**config.mk**
```make
export PLATFORM = sky130hd
export DESIGN_NAME = lcs_top
export DESIGN_NICKNAME = d
export VERILOG_FILES = /design/src/core/lcs_pkg.sv /design/src/core/lcs_top.sv
export SDC_FILE = /design/constraint.sdc
export NUM_CORES = 1
export LEC_CHECK = 0
export BUFFER_PORTS_ARGS = -buffer_cell sky130_fd_sc_hd__clkbuf_2
export CAP_MARGIN = 15
export CELL_PAD_IN_SITES_DETAIL_PLACEMENT = 1
export CELL_PAD_IN_SITES_GLOBAL_PLACEMENT = 2
export CORE_MARGIN = 4
export CORE_UTILIZATION = 35
export DETAILED_ROUTE_END_ITERATION = 6
export GPL_ROUTABILITY_DRIVEN = 0
export PLACE_DENSITY_LB_ADDON = 0.1
export SYNTH_ARGS = -nofsm -noshare
export SYNTH_HDL_FRONTEND = slang
export SYNTH_SLANG_ARGS = --single-unit
```
**constraint.sdc**
```tcl
create_clock -name CLK_SYS -period 2.34 [get_ports CLK_SYS]
set_clock_uncertainty 0.05 [all_clocks]
set_input_delay 0.234 -clock CLK_SYS [delete_from_list [all_inputs] [get_ports CLK_SYS]]
set_output_delay 0.234 -clock CLK_SYS [all_outputs]
set_load 0.005 [all_outputs]
```
**src/core/lcs_pkg.sv**
```systemverilog
// launch cutoff interlock sequencer: shared constants and types
package lcs_pkg;
  // register map, byte addresses
  localparam logic [3:0] LCS_OFF_CTRL = 4'h0;
  localparam logic [3:0] LCS_OFF_STAT = 4'h4;
  localparam int LCS_CTRL_ARM_BIT = 0;
  localparam logic LCS_ARM_RST = 1'b0;
  localparam logic [1:0] LCS_RESP_OK = 2'h0;
  localparam logic [1:0] LCS_RESP_DECERR = 2'h3;
  // timing
  localparam int LCS_CLK_MHZ = 200;
  localparam int LCS_STAGGER_MS = 100;
  localparam int LCS_STAGGER_CYC = LCS_STAGGER_MS * 1000 * LCS_CLK_MHZ;
  // engine groups, bit 0 is engine 1
  localparam logic [4:0] LCS_GRP_NORM = 5'h15;
  localparam logic [4:0] LCS_GRP_ALT = 5'h1a;
  localparam logic [4:0] LCS_ALL_STOP = 5'h1f;
  localparam logic [4:0] LCS_ENG_24 = 5'h0a;
  // cutoff cause bits
  localparam int LCS_C_MAN = 0;
  localparam int LCS_C_LOGIC = 1;
  localparam int LCS_C_FUEL = 2;
  localparam int LCS_C_PSU = 3;
  localparam int LCS_C_VOLT = 4;
  localparam int LCS_C_EMG = 5;
  localparam int LCS_C_FCU = 6;

  typedef enum logic [1:0] {LCS_IDLE, LCS_RUN, LCS_CUT, LCS_DONE} lcs_st_t;

  typedef struct packed {
    logic t187;
    logic tm17;
    logic tm8p9;
    logic tm50ms;
    logic tp6;
    logic umb_sep;
    logic fire_en;
    logic [7:0] prep;
    logic man_cut;
    logic stop_int;
    logic [1:0] destruct_bad;
    logic rcv_bad;
    logic [4:0] valve_a;
    logic [4:0] valve_b;
    logic hyp_rupt;
    logic psu_bad;
    logic main_bus_bad;
    logic instr_bus_bad;
    logic [2:0] crew_cut;
    logic [2:0] vote_ok;
    logic fcu_ready;
  } lcs_pins_t;

  typedef struct packed {
    logic [12:0] rsvd;
    logic [6:0] cause;
    logic [4:0] stop;
    logic alt;
    logic umb;
    logic win_emg;
    logic win_rcv;
    logic done;
    logic cut;
    logic run;
  } lcs_stat_t;

  typedef struct packed {
    lcs_pins_t s1;
    lcs_pins_t s2;
    lcs_pins_t s3;
    lcs_pins_t f;
    lcs_pins_t fp;
    lcs_st_t st;
    logic run;
    logic cut;
    logic done;
    logic [24:0] cnt;
    logic win_rcv;
    logic win_emg;
    logic umb;
    logic alt;
    logic arm;
    logic [4:0] stop;
    logic [6:0] cause;
    logic awready;
    logic wready;
    logic aw_have;
    logic w_have;
    logic [3:0] awaddr;
    logic [31:0] wdata;
    logic [3:0] wstrb;
    logic bvalid;
    logic [1:0] bresp;
    logic arready;
    logic rvalid;
    logic [31:0] rdata;
    logic [1:0] rresp;
  } lcs_state_t;
endpackage

```
**src/core/lcs_top.sv**
```systemverilog
// launch cutoff interlock sequencer with axi4-lite registers
module lcs_top
  import lcs_pkg::*;
#(
  parameter int STAGGER_CYC = LCS_STAGGER_CYC
)
(
  // clock, reset, enable
  input wire logic CLK_SYS,
  input wire logic RST,
  input wire logic CE,
  // countdown clock, switches and vehicle sensors
  input wire lcs_pins_t PINS,
  // sequencer outputs
  output logic SEQ_RUN,
  output logic CUTOFF,
  output logic SEQ_DONE,
  output logic [4:0] ENG_STOP,
  // axi4-lite slave
  input wire logic [3:0] S_AXI_AWADDR,
  input wire logic S_AXI_AWVALID,
  output logic S_AXI_AWREADY,
  input wire logic [31:0] S_AXI_WDATA,
  input wire logic [3:0] S_AXI_WSTRB,
  input wire logic S_AXI_WVALID,
  output logic S_AXI_WREADY,
  output logic [1:0] S_AXI_BRESP,
  output logic S_AXI_BVALID,
  input wire logic S_AXI_BREADY,
  input wire logic [3:0] S_AXI_ARADDR,
  input wire logic S_AXI_ARVALID,
  output logic S_AXI_ARREADY,
  output logic [31:0] S_AXI_RDATA,
  output logic [1:0] S_AXI_RRESP,
  output logic S_AXI_RVALID,
  input wire logic S_AXI_RREADY
);

  function automatic logic [4:0] grp(input logic alt);
    grp = alt ? LCS_GRP_ALT : LCS_GRP_NORM;
  endfunction

  lcs_state_t r;
  lcs_state_t n;
  lcs_pins_t ev;
  lcs_stat_t stat;
  logic prep_all;
  logic start_ok;
  logic [4:0] ff;
  logic [6:0] cz;

  ////////////////////////////////////////////////////////////////////
  always_comb
  begin
    n = r;
    ev = r.f & ~r.fp;
    prep_all = &r.f.prep;
    start_ok = ev.t187 & r.arm & prep_all & r.f.fire_en;
    // early open before rupture, or one valve of a pair open
    ff = (r.f.valve_a & r.f.valve_b & {5{~r.f.hyp_rupt}}) | (r.f.valve_a ^ r.f.valve_b);
    cz = '0;
    cz[LCS_C_MAN] = r.f.man_cut & ~r.umb;
    cz[LCS_C_LOGIC] = r.f.stop_int | (|r.f.destruct_bad) | (r.f.rcv_bad & r.win_rcv);
    cz[LCS_C_FUEL] = |ff;
    cz[LCS_C_PSU] = r.f.psu_bad;
    cz[LCS_C_VOLT] = r.f.main_bus_bad | r.f.instr_bus_bad;
    cz[LCS_C_EMG] = r.win_emg & ((|r.f.crew_cut) | ~(&r.f.vote_ok));
    cz[LCS_C_FCU] = r.win_emg & ~r.f.fcu_ready;

    // three-stage pin synchroniser, filtered on stages two and three
    n.s1 = PINS;
    n.s2 = r.s1;
    n.s3 = r.s2;
    n.f = (r.s2 & r.s3) | (r.f & (r.s2 | r.s3));
    n.fp = r.f;

    // countdown windows
    if (ev.tm17)
      n.win_rcv = 1'b1;
    if (ev.tm8p9)
      n.win_emg = 1'b1;
    if (ev.tm50ms)
    begin
      n.win_rcv = 1'b0;
      n.win_emg = 1'b0;
    end
    if (ev.umb_sep)
      n.umb = 1'b1;

    case (r.st)
      LCS_IDLE:
      begin
        if (start_ok)
          n.st = LCS_RUN;
      end
      LCS_RUN:
      begin
        if (|cz)
        begin
          n.st = LCS_CUT;
          n.cause = cz;
          n.alt = cz[LCS_C_FUEL] & (|(ff & LCS_ENG_24));
          n.stop = grp(n.alt);
          n.cnt = '0;
        end
        else if (ev.tp6)
          n.st = LCS_DONE;
      end
      LCS_CUT:
      begin
        if (r.stop != LCS_ALL_STOP)
        begin
          if (r.cnt == 25'(STAGGER_CYC - 1))
            n.stop = LCS_ALL_STOP;
          else
            n.cnt = r.cnt + 25'h1;
        end
      end
      LCS_DONE:
      begin
        n.st = LCS_DONE;
      end
      default:
      begin
        n.st = LCS_IDLE;
      end
    endcase
    n.run = (n.st == LCS_RUN);
    n.cut = (n.st == LCS_CUT);
    n.done = (n.st == LCS_DONE);

    // write channel: address and data in either order
    if (S_AXI_AWVALID && r.awready)
    begin
      n.aw_have = 1'b1;
      n.awaddr = S_AXI_AWADDR;
    end
    if (S_AXI_WVALID && r.wready)
    begin
      n.w_have = 1'b1;
      n.wdata = S_AXI_WDATA;
      n.wstrb = S_AXI_WSTRB;
    end
    if (r.bvalid && S_AXI_BREADY)
      n.bvalid = 1'b0;
    if (r.aw_have && r.w_have && !r.bvalid)
    begin
      n.aw_have = 1'b0;
      n.w_have = 1'b0;
      n.bvalid = 1'b1;
      n.bresp = LCS_RESP_OK;
      if (r.awaddr[3:2] == LCS_OFF_CTRL[3:2])
      begin
        if (r.wstrb[0])
          n.arm = r.wdata[LCS_CTRL_ARM_BIT];
      end
      else if (r.awaddr[3:2] != LCS_OFF_STAT[3:2])
        n.bresp = LCS_RESP_DECERR;
    end
    n.awready = !n.aw_have && !n.bvalid;
    n.wready = !n.w_have && !n.bvalid;

    // read channel
    stat = '0;
    stat.run = r.run;
    stat.cut = r.cut;
    stat.done = r.done;
    stat.win_rcv = r.win_rcv;
    stat.win_emg = r.win_emg;
    stat.umb = r.umb;
    stat.alt = r.alt;
    stat.stop = r.stop;
    stat.cause = r.cause;
    if (r.rvalid && S_AXI_RREADY)
    begin
      n.rvalid = 1'b0;
      n.arready = 1'b1;
    end
    if (S_AXI_ARVALID && r.arready)
    begin
      n.rvalid = 1'b1;
      n.arready = 1'b0;
      n.rresp = LCS_RESP_OK;
      n.rdata = '0;
      if (S_AXI_ARADDR[3:2] == LCS_OFF_CTRL[3:2])
        n.rdata[LCS_CTRL_ARM_BIT] = r.arm;
      else if (S_AXI_ARADDR[3:2] == LCS_OFF_STAT[3:2])
        n.rdata = stat;
      else
        n.rresp = LCS_RESP_DECERR;
    end
  end

  ////////////////////////////////////////////////////////////////////
  always_ff @(posedge CLK_SYS)
  begin
    if (RST)
    begin
      r <= '0;
      r.arm <= LCS_ARM_RST;
      r.awready <= 1'b1;
      r.wready <= 1'b1;
      r.arready <= 1'b1;
    end
    else if (CE)
      r <= n;
  end

  assign SEQ_RUN = r.run;
  assign CUTOFF = r.cut;
  assign SEQ_DONE = r.done;
  assign ENG_STOP = r.stop;
  assign S_AXI_AWREADY = r.awready;
  assign S_AXI_WREADY = r.wready;
  assign S_AXI_BVALID = r.bvalid;
  assign S_AXI_BRESP = r.bresp;
  assign S_AXI_ARREADY = r.arready;
  assign S_AXI_RVALID = r.rvalid;
  assign S_AXI_RDATA = r.rdata;
  assign S_AXI_RRESP = r.rresp;

  ////////////////////////////////////////////////////////////////////
  // checks
  logic [24:0] hc;
  always_ff @(posedge CLK_SYS)
  begin
    if (RST || !r.cut)
      hc <= '0;
    else if (CE)
      hc <= hc + 25'h1;
  end
endmodule

```
---- Yosys cells after proc, flatten, opt, wreduce, memory -nomap -nowiden ----
Index checks and enable logic that the tools add are counted.
word-level totals
  register bits after elaboration ......... 301
  input bits .............................. 93
  logic and storage cells ................. 240
operators by class
  add/subtract/negate cells ............... 1
  eq/ne operators ......................... 14
  mux-type cells .......................... 30
  bitwise logic cells ..................... 26
  reduce and logical (&&, ||, !) cells .... 39
operators with widths
  cell                                           number
  bitwise AND 41 bit                             3
  OR 41 bit                                      2
  two-way mux 25 bit                             3
  case mux 25 bit (2 select lines)               1
  NOT 41 bit                                     1
  two-way mux 36 bit                             1
  two-way mux 31 bit                             1
  adder 25 x 1 -> 25 bit, second input constant  1
  equality test 25 bit, second input constant    1
  two-way mux 2 bit                              10
  two-way mux 19 bit                             1
  AND reduction 2 bit                            8
  two-way mux 12 bit                             1
  OR reduction 11 bit                            1
  bitwise AND 5 bit                              2
  two-way mux 5 bit                              2
  case mux 5 bit (2 select lines)                1
  AND reduction 5 bit                            2
  logical AND 1 bit                              9
  bitwise AND 1 bit                              8
  equality test 2 bit, second input constant     4
  inequality test 2 bit, second input constant   4
  AND reduction 8 bit                            1
  nonzero test 2 bit                             4
  other kinds (18)                               38

---- Depth between registers and ports, before layout ----
  depth after elaboration ................. 8
  depth in mapped cells ................... 10

---- Worst setup path before layout ----
OpenSTA, ideal clock, no wires.
  kind .................................... flip-flop to flip-flop
  start point ............................. reg r (netlist bit n[141])
  end point ............................... reg r[108] (netlist name)
  library setup time ...................... 0.066 ns
  data arrival time ....................... 1.963 ns
  slack ................................... 0.261 ns
  cell stages (with the launch flop) ...... 11
  path buffers ............................ 3
  period minus slack after synthesis ...... 2.079 ns
  cells stage by stage .................... dfxtp_1 > ha_1 > nor3_1 > o21a_1 > nand4b_4 > and4_4 > buf_6 > or2_1 > buf_2 > buf_6 > a21oi_2
on the way
  cells in the longest elaborated chain, start to end .. 6
  elaborated cells on any way between the ends .. 7
  those cells by class .................... 1 x eq/ne; 4 x bitwise; 2 x reduce/logical
RTL lines
  what                               line            RTL
  start: declaration                 lcs_top.sv:43   lcs_state_t r;
  start signal: assignment           lcs_top.sv:206  r <= n;
  bitwise AND 5 bit (2 in a row)     lcs_top.sv:60   ff = (r.f.valve_a & r.f.valve_b & {5{~r.f.hyp_rupt}}) | (r.f.valve_a ^ r.f.valve_b);
  OR 5 bit *                         lcs_top.sv:60
  OR reduction 11 bit *              lcs_top.sv:98   if (|cz)
  inequality test 2 bit (no line) *  --
  AND reduction 5 bit (no line) *    --
Mark *: on every way between the ends. The rest lies on a longest branch, timed or not.
A chain may end at the register's enable or synchronous reset.

---- Final worst setup path ----
  start point ............................. reg r (netlist bit n[136])
  end point ............................... reg r[105] (netlist name)
on the way
  cells in the longest elaborated chain, start to end .. 6
RTL lines
  what                             line           RTL
  OR reduction 3 bit               lcs_top.sv:67  cz[LCS_C_EMG] = r.win_emg & ((|r.f.crew_cut) | ~(&r.f.vote_ok));
  OR 1 bit                         lcs_top.sv:67
  bitwise AND 1 bit                lcs_top.sv:67
  OR reduction 11 bit              lcs_top.sv:98
  inequality test 2 bit (no line)  --
  AND reduction 5 bit (no line)    --
Every way passes these cells.

==> flow_metrics.env <==
export IMPL_status="finished, final reports clean"
export IMPL_wirelength_um=24210
export IMPL_drtIter0Drc=329
export IMPL_grt_antenna_before_repair=0
export IMPL_design_area_um2=12200
export IMPL_dieArea_um2=31480
export IMPL_cts_made_buffers=28
export IMPL_hp_class="primary input to flop"
export IMPL_vias=7892
export IMPL_synthArstFlopShare=0
export IMPL_ys_ff_latch=245
export IMPL_dp_hpwl_um=15680
export IMPL_crit_fanout=6
export IMPL_p_per_area_nw_per_um2=742.3
export IMPL_synthCells=1093
export IMPL_synth_area_leaders="dfxtp_1, mux2i_1, nor2_1, a21oi_1, o21ai_0"
export IMPL_io_buffer_count=90
export IMPL_reg2reg_depth=8
export IMPL_syn_avg_cell_area_um2=9.192
export IMPL_p_comb_frac=0.058
export IMPL_clock_sinks=245
export IMPL_die_y_um=177.4
export IMPL_worst_hold_slack_ns=0.04894
export IMPL_crit_path_start="n[136]"
export IMPL_start_util=0.3577
export IMPL_cts_buffer_depth=3
export IMPL_worstMarginPinSlew_ns=0.7086
export IMPL_slew_headroom=0.5276
export IMPL_cp_start_kind="flop"
export IMPL_insertion_delay_ns=0.54
export IMPL_overflow=0
export IMPL_fp_row_count=61
export IMPL_grt_pass1_wl_um=40280
export IMPL_placed_area_um2=10790
export IMPL_ctsHtreeMaxLevel=1
export IMPL_synthesis_area_um2=10050
export IMPL_ys_flop_type="dfxtp_1"
export IMPL_internal_power_uw=6998
export IMPL_setup_viol=0
export IMPL_wl_per_cell_um=15.08
export IMPL_crit_path_end="r[105]"
export IMPL_cts_root_buf="clkbuf_16"
export IMPL_route_detailed_drc=0
export IMPL_fin_crit_ns=2.216
export IMPL_synth_most_common_cell="dfxtp_1"
export IMPL_synth_distinct_cells=58
export IMPL_min_period_over_period=0.9468
export IMPL_yosys_warnings=0
export IMPL_layout_nets=1304
export IMPL_reg2reg_slack_ns=0.12
export IMPL_ioPinCount=142
export IMPL_clkPwrFrac=0.464
export IMPL_crit_required_ns=2.75
export IMPL_net_switching_power_uw=2058
export IMPL_grt_setup_unrepaired="no"
export IMPL_yosys_area_top_type_share=0.4882
export IMPL_fp_dieW_um=177.4
export IMPL_synthTopCellsByCount="dfxtp_1, nor2_1, mux2i_1, a21oi_1, nand2_1"
export IMPL_max_freq_ghz=0.4514
export IMPL_switching_share=0.2272
export IMPL_critical_path_class="flop to flop"
export IMPL_final_layout_size_suffix_gt1_frac=0.1606
export IMPL_drv_slew=0
export IMPL_peakVddDrop_uv=483.3
export IMPL_utilization=0.4344
export IMPL_r2r_start="n[136]"
export IMPL_viasPerCell=4.917
export IMPL_place_ws_ns=0.01153
export IMPL_synth_seq_area_share=0.4882
export IMPL_pwr_share_seq=0.478
export IMPL_diodes=0
export IMPL_clk_pin_slew_ns=0.06
export IMPL_post_route_worst_setup_slack_ns=0.1244
export IMPL_yosys_area_top_type="dfxtp_1"
export IMPL_syn2layout_area_growth_pct=21.43
export IMPL_grt_max_degree=102
export IMPL_maxCapViolCount=0
export IMPL_worstReg2RegEnd="r[105]"
export IMPL_crit_arrival_ns=2.63
export IMPL_grt_pass1_vias=7844
export IMPL_track_usage=0.1523
export IMPL_setup_tns_ns=0
export IMPL_cellLeakagePower_uw=0.005173
export IMPL_worstSetupEndpointType="flop"
export IMPL_ant_nets=0
export IMPL_synth_edf_count=0
export IMPL_cts_tree="yes"
export IMPL_hold_violations=0
export IMPL_first_pass_iters=4
export IMPL_core_area_um2=28090
## kinds of logic after synthesis
kind of cell	count (synthesis)	share of synthesized area
adders and majority gates	6	0.007472
other	1	0.0003732
xor gates and xnor gates	6	0.005230
DFF	245	0.4882
muxes	131	0.1306
AOI/OAI and AO/OA	229	0.1412
and+or+nand+nor	353	0.1633
buffers and inverters	122	0.06364
## cells in the final DEF (no fill, tap or decap), types with 7 or more instances in the layout
| cell type | count |
|---|---|
| mux2i_1 | 130 |
| clkbuf_2 | 88 |
| nand4_1 | 11 |
| nor4_1 | 7 |
| o21ai_0 | 63 |
| a21o_1 | 35 |
| inv_1 | 15 |
| clkbuf_16 | 28 |
| clkbuf_1 | 8 |
| a21oi_2 | 15 |
| a21oi_1 | 78 |
| dlygate4sd3_1 | 49 |
| or3_1 | 12 |
| clkbuf_8 | 10 |
| nor2_1 | 163 |
| conb_1 | 13 |
| nand3_1 | 33 |
| and2_1 | 8 |
| nor3_1 | 7 |
| buf_4 | 30 |
| nand2_1 | 71 |
| dfxtp_1 | 245 |
| and3_1 | 7 |
## how the worst min path moves through the flow
stage          slack [ns]            start             end  cells after the start
3_3_place_gp         0.39   S_AXI_RDATA[1]  S_AXI_RDATA[1]                      2
5_1_grt              0.08    S_AXI_AWVALID           r[80]                      3
2_1_floorplan        0.32  S_AXI_ARADDR[3]  S_AXI_RRESP[0]                      2
3_5_place_dp         0.40   S_AXI_RDATA[1]  S_AXI_RDATA[1]                      2
6_report             0.05    S_AXI_AWVALID           r[80]                      3
4_1_cts              0.03    S_AXI_AWVALID           r[80]                      3
## timing repair
action | CTS | global route
setup buffers | 0 | 1
resized for setup | 1 | 2
endpoints found under the hold margin | 51 | 0
endpoints found under the setup margin | 3 | 18
hold buffers | 49 | 0
pin swaps | 0 | 0
## layout make-up
cell class	count	area [um^2]
Clock inverter	7	46.29
Sequential cell	245	4905
Timing Repair Buffer	175	1301
Inverter	17	63.81
Clock buffer	45	854.6
Multi-Input combinational cell	738	4557
Tap cell	378	473.0
Fill cell	3253	15890
## through the flow
stage               power [uW]  cells
floorplan                 4736   1105
global placement          4880   1503
detailed placement        4889   1503
CTS                       9230   1604
global route              9466   1605
finish                    9056   1605
## critical path, stage by stage, from the launching register on
cell      delay, ns
dfxtp_1        0.34
nand4b_1       0.24
o31ai_2        0.37
buf_4          0.20
nand4b_4       0.13
and4_4         0.23
or2_1          0.29
buf_4          0.20
a21oi_1        0.11
## power by group through the flow
stage	clock, uW	sequential, uW	combinational, uW
2_1_floorplan	0	4400	338
3_3_place_gp	0	4420	460
3_5_place_dp	0	4420	466
4_1_cts	4370	4330	530
5_1_grt	4540	4340	584
6_report	4200	4330	522
## flip-flops by register name, indices dropped and copies added, names as in the netlist
register / cells
CUTOFF: 1
S_AXI_AWREADY: 1
r: 92
SEQ_DONE: 1
S_AXI_RDATA: 17
S_AXI_RVALID: 1
S_AXI_BRESP: 1
S_AXI_ARREADY: 1
S_AXI_RRESP: 1
SEQ_RUN: 1
cz: 1
ENG_STOP: 3
S_AXI_BVALID: 1
n: 122
S_AXI_WREADY: 1
## per-layer routing
metal | vias to the layer above | GRT usage | wire [um]
met1 | 3766 | 0.2165 | 12170
met5 | - | 0 | 0
met3 | 32 | 0.02024 | 750
met4 | 0 | 0.03416 | 485
met2 | 103 | 0.2475 | 10810
li1 | 3991 | - | -
Note: power is estimated with default switching activity, not from simulation.
